### src/core/dcsp_defines.svh
// Constants for the daisy-chain satellite protocol engine
// Functional notes
// RULE1: Characters use start, seven data, odd parity, stop; full duplex at 4800 bit/s.
// RULE2: Data plus parity carry an odd count of ones; the receiver checks it.
// RULE3: Satellite never transmits unasked; it may only raise its request line.
// RULE4: After power-up both pass-through buffers are on and request is raised.
// RULE5: The master answers an active request line with the enquire character.
// RULE6: Enquire while requesting turns off both buffers toward lower units.
// RULE7: An unnumbered unit answers enquire with a framed model-class string.
// RULE8: The master assigns addresses from 01 upward, one per unit, up to 25.
// RULE9: Good assignment drops request, opens downstream path, then sends acknowledge.
// RULE10: Upstream path from lower units reopens within 100 ms after the reply.
// RULE11: A numbered unit shows the pump letter and its two digits.
// RULE12: After an acknowledge the master polls the next requesting unit.
// RULE13: Bad data or line errors get a negative acknowledge; master resends.
// RULE14: Late units get temporary addresses from 89 downward.
// RULE15: Renumber frame holds old address, rename character, new address; unit adopts it.
// RULE16: With 25 addresses issued, the master gives the next unit 89.
// RULE17: Power loss forgets the address and restarts the unnumbered behaviour.
// RULE18: In local mode the unit keeps its address, serves requests, ignores control.
// RULE19: Frames open with 02 hex, unit letter, two-digit address 01 to 89.
// RULE20: Addresses 00 and 90 to 98 are reserved; 99 is broadcast.
// RULE21: Up to 32 parameter characters, frame ends with 0D hex; single-character codes unframed.
// RULE22: Chained commands allowed; whole frame at most 38 characters.
// RULE23: A good non-broadcast command is answered with 06 hex.
// RULE24: The enquire character is 05 hex.
// RULE25: Receiver samples bits at their centre and flags parity or framing faults.
// RULE26: Frames longer than the maximum are dropped and negatively acknowledged.
`ifndef DCSP_DEFINES_SVH
`define DCSP_DEFINES_SVH
`define DCSP_CLK_HZ      125000000
`define DCSP_BAUD        4800
`define DCSP_BIT_CYC     (`DCSP_CLK_HZ / `DCSP_BAUD)
`define DCSP_UP_MAX_MS   100
`define DCSP_UP_CYC      (`DCSP_CLK_HZ / 1000 * `DCSP_UP_MAX_MS)
`define DCSP_FRAME_BITS  4'hA
`define DCSP_CHAR_W      8
`define DCSP_FIFO_DEPTH  32
`define DCSP_STX         7'h02
`define DCSP_ENQ         7'h05
`define DCSP_ACK         7'h06
`define DCSP_NAK         7'h15
`define DCSP_CR          7'h0D
`define DCSP_SPACE       7'h20
`define DCSP_PUMP        7'h50
`define DCSP_QMARK       7'h3F
`define DCSP_RENUM       7'h55
`define DCSP_LOCAL       7'h4C
`define DCSP_REQ_AUX     7'h41
`define DCSP_REQ_STAT    7'h49
`define DCSP_DIGIT0      7'h30
`define DCSP_DIGIT8      7'h38
`define DCSP_DIGIT9      7'h39
`define DCSP_MAX_FRAME   6'h26
`define DCSP_IX_LETTER   6'h01
`define DCSP_IX_ADR_HI   6'h02
`define DCSP_IX_ADR_LO   6'h03
`define DCSP_IX_CMD      6'h04
`define DCSP_IX_NEW_HI   6'h05
`define DCSP_IX_NEW_LO   6'h06
`define DCSP_IX_RENUM_CR 6'h07
`endif

### src/core/dcsp_pkg.sv
// Types shared by the satellite protocol engine
`default_nettype none
package dcsp_pkg;
  typedef enum logic [2:0] {PS_IDLE = 3'h1, PS_FRAME = 3'h2, PS_REPLY = 3'h4} dcsp_pstate_t;
  typedef enum logic [2:0] {LS_OPEN = 3'h1, LS_BLOCKED = 3'h2, LS_GUARD = 3'h4} dcsp_lstate_t;
  typedef enum logic [1:0] {M_ACK = 2'h0, M_NAK = 2'h1, M_CLASS = 2'h2} dcsp_msg_t;
  typedef struct packed {
    logic hs1, hs2, bs1, bs2, rs1, rs2, ms1, ms2;
    dcsp_pstate_t ps;
    dcsp_lstate_t ls;
    logic rts, downEn, upEn, numbered, remote;
    logic [6:0] nHi, nLo;
    logic [5:0] ix;
    logic ovf, err;
    logic [6:0] letter, aHi, aLo, cmd, wHi, wLo;
    dcsp_msg_t msg;
    logic [2:0] msgIx;
    logic txBusy;
    logic [15:0] txCnt;
    logic [3:0] txBit;
    logic [9:0] txSh;
    logic [23:0] guard;
    logic cmdStb, enqPls;
    logic [6:0] cmdChr;
  } dcsp_state_t;
endpackage
`default_nettype wire

### src/core/dcsp_stream_if.sv
// Valid/ready character stream between engine parts
`timescale 1ns/10ps
`default_nettype none
interface dcsp_stream_if #(parameter int W = 8);
  logic         valid;
  logic         ready;
  logic [W-1:0] data;
  modport src (output valid, output data, input ready);
  modport snk (input valid, input data, output ready);
endinterface
`default_nettype wire

### src/core/dcsp_satellite.sv
// Satellite protocol engine: framing, enumeration, buffer gating, replies
`timescale 1ns/10ps
`default_nettype none
`include "dcsp_defines.svh"
module dcsp_satellite
  import dcsp_pkg::*;
#(
  parameter int         BIT_CYC    = `DCSP_BIT_CYC,
  parameter int         UP_CYC     = `DCSP_UP_CYC,
  parameter int         FIFO_DEPTH = `DCSP_FIFO_DEPTH,
  parameter logic [6:0] CLASS_FAST = 7'h41, // Arbitrary class code
  parameter logic [6:0] CLASS_SLOW = 7'h42  // Arbitrary class code
) (
  input  wire logic       core_clk,
  input  wire logic       reset_n,
  input  wire logic       rxFromHost,
  output logic            txToHost,
  output logic            rtsToHost,
  output logic            txToBelow,
  input  wire logic       rxFromBelow,
  input  wire logic       rtsFromBelow,
  input  wire logic       modelSlow,
  input  wire logic       attnReq,
  output logic            numbered,
  output logic            remoteMode,
  output logic [6:0]      dispLetter,
  output logic [6:0]      dispTens,
  output logic [6:0]      dispOnes,
  output logic            cmdStrobe,
  output logic [6:0]      cmdChar,
  output logic            enqPoll
);
  logic        rstMetaN_q;
  logic        rstN_q;
  dcsp_state_t q, d;
  logic [6:0]  c;
  logic        e;
  logic        take;
  logic        enqHit;
  logic        crHit;
  logic        assignWait;
  logic        isBc;
  logic        isOurs;
  logic        bad;
  logic        assignOk;

  dcsp_stream_if #(.W(`DCSP_CHAR_W)) rxRaw ();
  dcsp_stream_if #(.W(`DCSP_CHAR_W)) rxq ();

  function automatic logic [9:0] txFrame(input logic [6:0] ch);
    txFrame = {1'b1, ~^ch, ch, 1'b0};
  endfunction

  function automatic logic isDigit(input logic [6:0] ch);
    isDigit = (ch >= `DCSP_DIGIT0) && (ch <= `DCSP_DIGIT9);
  endfunction

  // 01..89 only; 00 and 90..98 reserved, 99 handled as broadcast
  function automatic logic addrOk(input logic [6:0] h, input logic [6:0] l);
    addrOk = isDigit(l) && (h >= `DCSP_DIGIT0) && (h <= `DCSP_DIGIT8)
             && !((h == `DCSP_DIGIT0) && (l == `DCSP_DIGIT0));
  endfunction

  function automatic logic isReq(input logic [6:0] ch);
    isReq = (ch == `DCSP_REQ_AUX) || (ch == `DCSP_REQ_STAT);
  endfunction

  function automatic logic [2:0] msgLen(input dcsp_msg_t m);
    msgLen = (m == M_CLASS) ? 3'h5 : 3'h1;
  endfunction

  function automatic logic [6:0] msgChar(input dcsp_msg_t m, input logic [2:0] i,
                                         input logic slow);
    case (m)
      M_ACK: msgChar = `DCSP_ACK;
      M_NAK: msgChar = `DCSP_NAK;
      default: begin
        case (i)
          3'h0: msgChar = `DCSP_STX;
          3'h1: msgChar = `DCSP_PUMP;
          3'h2: msgChar = `DCSP_QMARK;
          3'h3: msgChar = slow ? CLASS_SLOW : CLASS_FAST;
          default: msgChar = `DCSP_CR;
        endcase
      end
    endcase
  endfunction

  always_ff @(posedge core_clk or negedge reset_n) begin
    if (!reset_n) begin
      rstMetaN_q <= 1'b0;
      rstN_q     <= 1'b0;
    end else begin
      rstMetaN_q <= 1'b1;
      rstN_q     <= rstMetaN_q;
    end
  end

  dcsp_uart_rx #(.BIT_CYC(BIT_CYC)) uRx (
    .core_clk (core_clk),
    .rstN     (rstN_q),
    .rxLine   (q.hs2),
    .out      (rxRaw)
  );

  // Parser stalls while replying, so the FIFO absorbs chained input
  dcsp_fifo #(.W(`DCSP_CHAR_W), .DEPTH(FIFO_DEPTH)) uFifo (
    .core_clk (core_clk),
    .rstN     (rstN_q),
    .wr       (rxRaw),
    .rd       (rxq)
  );

  assign rxq.ready  = (q.ps != PS_REPLY);
  assign take       = rxq.valid && rxq.ready;
  assign c          = rxq.data[6:0];
  assign e          = rxq.data[7];
  assign enqHit     = take && (q.ps == PS_IDLE) && !e && (c == `DCSP_ENQ) && q.rts;
  assign crHit      = take && (q.ps == PS_FRAME) && (c == `DCSP_CR);
  assign assignWait = !q.numbered && (q.ls == LS_BLOCKED);
  assign isBc       = (q.letter == `DCSP_PUMP) && (q.aHi == `DCSP_DIGIT9)
                      && (q.aLo == `DCSP_DIGIT9);
  assign isOurs     = q.numbered && (q.letter == `DCSP_PUMP)
                      && (q.aHi == q.nHi) && (q.aLo == q.nLo);
  assign bad        = q.err | e | q.ovf;
  assign assignOk   = crHit && assignWait && !bad && (q.ix == `DCSP_IX_CMD)
                      && (q.letter == `DCSP_PUMP) && addrOk(q.aHi, q.aLo);

  always_comb begin
    logic      rg;
    dcsp_msg_t rk;
    rg = 1'b0;
    rk = M_ACK;
    d  = q;
    d.hs1    = rxFromHost;
    d.hs2    = q.hs1;
    d.bs1    = rxFromBelow;
    d.bs2    = q.bs1;
    d.rs1    = rtsFromBelow;
    d.rs2    = q.rs1;
    d.ms1    = modelSlow;
    d.ms2    = q.ms1;
    d.cmdStb = 1'b0;
    d.enqPls = 1'b0;
    // Bit serializer, LSB first after the start bit
    if (q.txBusy) begin
      if (q.txCnt == 16'h0000) begin
        d.txCnt = 16'(BIT_CYC - 1);
        d.txSh  = {1'b1, q.txSh[9:1]};
        if (q.txBit == `DCSP_FRAME_BITS - 4'h1) d.txBusy = 1'b0; // RULE1
        else d.txBit = q.txBit + 4'h1;
      end else begin
        d.txCnt = q.txCnt - 16'h0001;
      end
    end
    // Reply sequencer: only runs after the master asked for something
    if ((q.ps == PS_REPLY) && !q.txBusy) begin // RULE3
      if (q.msgIx == msgLen(q.msg)) begin
        d.ps = PS_IDLE;
        if (q.numbered && !q.rts && (q.ls == LS_BLOCKED)) begin
          d.ls    = LS_GUARD;
          d.guard = 24'h000000;
        end
      end else begin
        d.txSh   = txFrame(msgChar(q.msg, q.msgIx, q.ms2)); // RULE1 RULE2 RULE7
        d.txBusy = 1'b1;
        d.txCnt  = 16'(BIT_CYC - 1);
        d.txBit  = 4'h0;
        d.msgIx  = q.msgIx + 3'h1;
      end
    end
    // Upstream path reopens a bounded time after the last reply byte or after the master's release acknowledge
    if (q.ls == LS_GUARD) begin
      if (q.guard >= 24'(UP_CYC - 1)) begin
        d.upEn = 1'b1; // RULE10
        d.ls   = LS_OPEN;
      end else begin
        d.guard = q.guard + 24'h000001;
      end
    end
    if (take) begin
      case (q.ps)
        PS_IDLE: begin
          if (!e && (c == `DCSP_STX)) begin
            d.ps  = PS_FRAME; // RULE19
            d.ix  = `DCSP_IX_LETTER;
            d.ovf = 1'b0;
            d.err = 1'b0;
            d.cmd = 7'h00;
          end else if (enqHit) begin
            d.downEn = 1'b0; // RULE6 RULE24
            d.upEn   = 1'b0;
            d.ls     = LS_BLOCKED;
            if (q.numbered) d.enqPls = 1'b1;
            else begin
              rg = 1'b1; // RULE7
              rk = M_CLASS;
            end
          end else if (!e && (c == `DCSP_ACK) && q.rts && q.numbered
                       && (q.ls == LS_BLOCKED)) begin
            d.rts    = 1'b0;
            d.downEn = 1'b1;
            d.ls     = LS_GUARD;
            d.guard  = 24'h000000;
          end else if (e && assignWait) begin
            rg = 1'b1; // RULE13
            rk = M_NAK;
          end
        end
        PS_FRAME: begin
          d.err = q.err | e; // RULE25
          if (c == `DCSP_CR) begin
            d.ps = PS_IDLE; // RULE21
            if (assignWait) begin
              rg = 1'b1;
              if (assignOk) begin
                d.numbered = 1'b1; // RULE11 RULE14
                d.nHi      = q.aHi;
                d.nLo      = q.aLo;
                d.rts      = 1'b0; // RULE9
                d.downEn   = 1'b1;
                d.remote   = 1'b1;
                rk         = M_ACK;
              end else begin
                rk = M_NAK; // RULE13 RULE26
              end
            end else if (q.numbered && (isOurs || isBc)) begin // RULE20
              if (bad) begin
                rg = !isBc; // RULE13 RULE26
                rk = M_NAK;
              end else begin
                rg = !isBc; // RULE23
                rk = M_ACK;
                if ((q.cmd == `DCSP_RENUM) && (q.ix == `DCSP_IX_RENUM_CR) && !isBc
                    && addrOk(q.wHi, q.wLo)) begin
                  d.nHi = q.wHi; // RULE15
                  d.nLo = q.wLo;
                end else if (q.cmd == `DCSP_LOCAL) begin
                  d.remote = 1'b0; // RULE18
                end else if ((q.ix > `DCSP_IX_CMD) && (q.remote || isReq(q.cmd))) begin
                  d.cmdStb = 1'b1; // RULE18
                  d.cmdChr = q.cmd;
                end
              end
            end
          end else if (q.ix == `DCSP_MAX_FRAME - 6'h01) begin
            d.ovf = 1'b1; // RULE22 RULE26
          end else begin
            d.ix = q.ix + 6'h01;
            case (q.ix)
              `DCSP_IX_LETTER: d.letter = c;
              `DCSP_IX_ADR_HI: d.aHi = c;
              `DCSP_IX_ADR_LO: d.aLo = c;
              `DCSP_IX_CMD:    d.cmd = c;
              `DCSP_IX_NEW_HI: d.wHi = c;
              `DCSP_IX_NEW_LO: d.wLo = c;
              default: ;
            endcase
          end
        end
        default: d.ps = PS_IDLE;
      endcase
    end
    // A new request wins over a release in the same cycle
    if (attnReq && q.numbered) d.rts = 1'b1; // RULE3
    if (rg) begin
      d.ps    = PS_REPLY;
      d.msg   = rk;
      d.msgIx = 3'h0;
    end
  end

  // Power-up state: unnumbered, both paths open, request raised
  always_ff @(posedge core_clk or negedge rstN_q) begin
    if (!rstN_q) begin
      q        <= '0; // RULE17
      q.hs1    <= 1'b1;
      q.hs2    <= 1'b1;
      q.bs1    <= 1'b1;
      q.bs2    <= 1'b1;
      q.ps     <= PS_IDLE;
      q.ls     <= LS_OPEN;
      q.rts    <= 1'b1; // RULE4
      q.downEn <= 1'b1;
      q.upEn   <= 1'b1;
      q.txSh   <= 10'h3FF;
    end else begin
      q <= d;
    end
  end

  // Pass-through gates; a gated line idles at mark
  assign txToHost   = q.upEn ? q.bs2 : q.txSh[0];
  assign txToBelow  = q.downEn ? q.hs2 : 1'b1;
  assign rtsToHost  = q.rts | (q.upEn & q.rs2);
  assign numbered   = q.numbered;
  assign remoteMode = q.remote;
  assign dispLetter = q.numbered ? `DCSP_PUMP : `DCSP_SPACE;
  assign dispTens   = q.numbered ? q.nHi : `DCSP_SPACE;
  assign dispOnes   = q.numbered ? q.nLo : `DCSP_SPACE;
  assign cmdStrobe  = q.cmdStb;
  assign cmdChar    = q.cmdChr;
  assign enqPoll    = q.enqPls;
endmodule
`default_nettype wire

### src/core/dcsp_uart_rx.sv
// Serial character receiver with parity, framing and overrun flag
`timescale 1ns/10ps
`default_nettype none
`include "dcsp_defines.svh"
module dcsp_uart_rx
  import dcsp_pkg::*;
#(
  parameter int BIT_CYC = `DCSP_BIT_CYC
) (
  input  wire logic    core_clk,
  input  wire logic    rstN,
  input  wire logic    rxLine,
  dcsp_stream_if.src   out
);
  typedef struct packed {
    logic busy, vld;
    logic [15:0] cnt;
    logic [3:0] idx;
    logic [7:0] sh, dat;
  } dcsp_rx_t;
  dcsp_rx_t q, d;

  always_comb begin
    d = q;
    if (q.vld && out.ready) d.vld = 1'b0;
    if (!q.busy) begin
      // Half a bit to the centre of the start bit
      if (!rxLine) begin
        d.busy = 1'b1;
        d.cnt  = 16'(BIT_CYC / 2); // RULE25
        d.idx  = 4'h0;
      end
    end else if (q.cnt != 16'h0000) begin
      d.cnt = q.cnt - 16'h0001;
    end else begin
      d.cnt = 16'(BIT_CYC - 1);
      d.idx = q.idx + 4'h1;
      if (q.idx == 4'h0) d.busy = !rxLine;
      else if (q.idx < 4'h9) d.sh = {rxLine, q.sh[7:1]};
      else begin
        // Error bit: bad stop, even parity, or unread previous character
        d.busy = 1'b0;
        d.vld  = 1'b1;
        d.dat  = {!rxLine | !(^q.sh) | (q.vld & !out.ready), q.sh[6:0]}; // RULE2 RULE25
      end
    end
  end

  always_ff @(posedge core_clk or negedge rstN) begin
    if (!rstN) q <= '0;
    else q <= d;
  end

  assign out.valid = q.vld;
  assign out.data  = q.dat;
endmodule
`default_nettype wire

### src/core/dcsp_fifo.sv
// Character FIFO with valid/ready on both sides
`timescale 1ns/10ps
`default_nettype none
module dcsp_fifo #(
  parameter int W     = 8,
  parameter int DEPTH = 32
) (
  input  wire logic    core_clk,
  input  wire logic    rstN,
  dcsp_stream_if.snk   wr,
  dcsp_stream_if.src   rd
);
  localparam int AW = $clog2(DEPTH);
  typedef struct packed {
    logic [AW:0] wp, rp;
  } dcsp_ff_t;
  dcsp_ff_t     q, d;
  logic [W-1:0] mem [DEPTH];
  logic         full, empty;

  assign empty = (q.wp == q.rp);
  assign full  = (q.wp[AW] != q.rp[AW]) && (q.wp[AW-1:0] == q.rp[AW-1:0]);

  always_comb begin
    d = q;
    if (wr.valid && !full) d.wp = q.wp + 1'b1;
    if (rd.ready && !empty) d.rp = q.rp + 1'b1;
  end

  always_ff @(posedge core_clk or negedge rstN) begin
    if (!rstN) q <= '0;
    else q <= d;
  end

  always_ff @(posedge core_clk) begin
    if (wr.valid && !full) mem[q.wp[AW-1:0]] <= wr.data;
  end

  assign wr.ready = !full;
  assign rd.valid = !empty;
  assign rd.data  = mem[q.rp[AW-1:0]];
endmodule
`default_nettype wire

### config.mk
export PLATFORM = sky130hd
export DESIGN_NAME = dcsp_satellite
export DESIGN_NICKNAME = d
export VERILOG_FILES = /design/src/core/dcsp_pkg.sv /design/src/core/dcsp_stream_if.sv /design/src/core/dcsp_satellite.sv /design/src/core/dcsp_uart_rx.sv /design/src/core/dcsp_fifo.sv
export VERILOG_INCLUDE_DIRS = /design/src /design/src/core
export SDC_FILE = /design/constraint.sdc
export NUM_CORES = 1
export LEC_CHECK = 0
export BUFFER_PORTS_ARGS = -buffer_cell sky130_fd_sc_hd__buf_2
export CORE_UTILIZATION = 50
export CTS_CLUSTER_SIZE = 25
export DETAILED_ROUTE_END_ITERATION = 8
export PLACE_DENSITY_LB_ADDON = 0.05
export SYNTH_ARGS = -nofsm -noshare
export SYNTH_HDL_FRONTEND = slang
export SYNTH_HIERARCHICAL = 1
export SYNTH_SLANG_ARGS = --single-unit
### constraint.sdc
create_clock -name core_clk -period 8 [get_ports core_clk]
set_input_delay 0 -clock core_clk [delete_from_list [all_inputs] [get_ports core_clk]]
set_output_delay 0 -clock core_clk [all_outputs]
set_load 0.01 [all_outputs]
==> flow_metrics.env <==
export IMPL_avgSynthCellArea_sq_um=14.0
export IMPL_coreArea_sq_mm=0.0409
export IMPL_crit_fanout=52
export IMPL_worstHoldPathType="input port to flip-flop"
export IMPL_outcome="completed"
export IMPL_grt_pass1_vias=12100
export IMPL_diodes=0
export IMPL_gp_congestion=0.900
export IMPL_critPathKind="flip-flop to flip-flop"
export IMPL_final_layout_size_suffix_gt1_share_pct=20.9
export IMPL_startpoint_type="flip-flop"
export IMPL_antenna_found_initial=0
export IMPL_route_vias_total=12100
export IMPL_fin_ws_ps=2090
export IMPL_dieArea_sq_mm=0.0423
export IMPL_drt_pass1_iterations=5
export IMPL_grt_max_degree=84
export IMPL_worstPathRequired_ps=8460
export IMPL_drt_iter0_markers=898
export IMPL_port_buffers=37
export IMPL_num_rows=74
export IMPL_cts_sinks=460
export IMPL_finalCoreUtilization_pct=55.8
export IMPL_relSlewSlack_pct=23.4
export IMPL_post_place_cells=1979
export IMPL_setup_viol=0
export IMPL_total_power_mw=4.83
export IMPL_worst_pin_slew_ps=1150
export IMPL_syn2layout_area_growth_pct=9.99
export IMPL_detail_route_wl_per_cell_um=21.5
export IMPL_rsz0062_at_grt="no"
export IMPL_async_flop_share_pct=44.3
export IMPL_drc=0
export IMPL_crit_path_end_kind="flip-flop"
export IMPL_grt_pass1_wl_um=70500
export IMPL_fmax_mhz=169
export IMPL_wl_um=44700
export IMPL_maxCapViolCount=0
export IMPL_fillCellCount=3337
export IMPL_synth_edf_count=256
export IMPL_initial_core_util_pct=50.7
export IMPL_regArea_sq_mm=0.0128
export IMPL_synth_area_sq_mm=0.0208
export IMPL_cellPowerDensity_mw_per_mm2=211
export IMPL_grt_total_usage_pct=22.0
export IMPL_final_hold_viol_count=0
export IMPL_peakVddDrop_uv=209
export IMPL_die_h_um=206
export IMPL_slew_violations=0
export IMPL_via_per_inst=5.81
export IMPL_cts_tree="built"
export IMPL_yosys_warnings=6
export IMPL_yosysSeqAreaShare_pct=61.7
export IMPL_postSynthCellCount=1482
export IMPL_post_route_period_util_pct=73.9
export IMPL_cts_buffers=50
export IMPL_post_place_ws_ps=2090
export IMPL_skew_ps=29.7
export IMPL_layout_cells_most_common_list="edfxtp_1, dfrtp_1, nand2_1"
export IMPL_fin_crit_ps=5910
export IMPL_ys_ff_latch=460
export IMPL_arrival_ps=6370
export IMPL_ys_types=96
export IMPL_io_pins=42
export IMPL_path_clk_slew_ps=50
export IMPL_fin_cells=2079
export IMPL_cts_root_buf="clkbuf_16"
export IMPL_fin_tns_setup_ps=0
export IMPL_die_w_um=206
export IMPL_fin_nets=1535
export IMPL_ys_flop_type="edfxtp_1"
export IMPL_clk_insertion_delay_late_ps=600
export IMPL_leakagePower_nw=7.92
export IMPL_multi_input_area_sq_mm=0.00734
export IMPL_htreeDepth=2
export IMPL_final_antenna_net_count=0
export IMPL_gr_total_overflow=0
export IMPL_dp_hpwl_um=28900
export IMPL_ctsLongestPathBuffers=3
export IMPL_layout_commonest_cell="edfxtp_1"
metrics by stage:
step,hold slack [ps],area (sq um)
2_1_floorplan,-296,20800
3_3_place_gp,-203,21200
3_5_place_dp,-199,21200
4_1_cts,31.9,22800
5_1_grt,63.3,22800
6_report,60.8,22800
routing by layer:
metal	up-vias	track usage (%)	wire (um)
li1	5615	-	-
met5	-	0	0
met1	6128	31.1	20600
met4	0	7.57	1160
met2	266	35.1	21100
met3	72	3.23	1910
what timing repair did:
item	in CTS	in global routing
buffers inserted	0	0
hold endpoints to repair	7	0
endpoints found under the setup margin	0	0
hold buffers	7	0
resized for setup	0	0
cell type report:
type                            count  area share, %
Clock inverter                     18          0.619
Inverter                           32          0.526
Clock buffer                       75           6.16
Tap cell                          532           2.92
Timing Repair Buffer               54           1.45
Multi-Input combinational cell    908           32.2
Sequential cell                   460           56.2
logic make-up (layout without fill, tap and decap cells):
kind of cell / Yosys count / in the layout / synth area share (%)
flops: 460 / 460 / 61.7
fa+ha+maj: 22 / 22 / 1.33
xor+xnor: 63 / 63 / 2.66
simple gates: 487 / 487 / 12.7
compound gates: 168 / 168 / 5.52
buf+inv: 117 / 179 / 2.94
mux: 163 / 163 / 13.1
other cells: 2 / 5 / 0.0362
synth_stat cells, drive strengths merged, types with 20 or more instances:
master,instances,share of area [%]
nand2,125,2.3
xnor2,33,1.4
clkbuf,37,0.69
nand4,23,0.69
ha,22,1.3
and3,20,0.61
nand3,40,1.0
nor3,25,0.75
dfrtp,185,22
edfxtp,256,37
mux2,68,3.7
xor2,30,1.3
mux4,80,8.7
inv,32,0.58
buf,48,1.7
a21oi,28,0.68
o21ai,39,0.94
nor2,108,2.0
worst paths after layout:
path                       slack [ps]        from  cells past startpoint          to
hold reg to reg                   350      d[144]                      0      q[144]
max in group asynchronous        5950      rstN_q                      1  uFifo/q[1]
setup reg to reg                 2090  uFifo/q[1]                     10      q[103]
setup / recovery                 2090  uFifo/q[1]                     10      q[103]
min in group asynchronous         270     reset_n                      3      rstN_q
hold / removal                     60  rxFromHost                      2      d[150]
where the power goes:
| part | leakage, nW | switching, mW | total, mW | internal, mW |
|---|---|---|---|---|
| combinational | 2.73 | 0.0600 | 0.103 | 0.0432 |
| clock | 0.771 | 0.918 | 2.17 | 1.25 |
| sequential | 4.42 | 0.0425 | 2.55 | 2.51 |
sequential cells by signal, summed over array words and instances (netlist names):
signal,cells
uFifo/mem,256
enqPoll,1
cmdStrobe,1
uRx/out.data,8
q,137
cmdChar,7
d,4
uRx/out.valid,1
rstN_q,1
uRx/q,29
remoteMode,1
numbered,1
rstMetaN_q,1
uFifo/q,12
worst max-delay path, cell delays in order (launching register included):
cell	delay (ps)
dfrtp_4	1130
buf_4	480
mux4_2	550
mux4_2	470
mux2_2	370
nor4_1	620
nand3_1	250
a21oi_1	660
and2_0	440
and3_1	400
mux2_2	380
No activity file was read; power rests on OpenSTA's default activity.
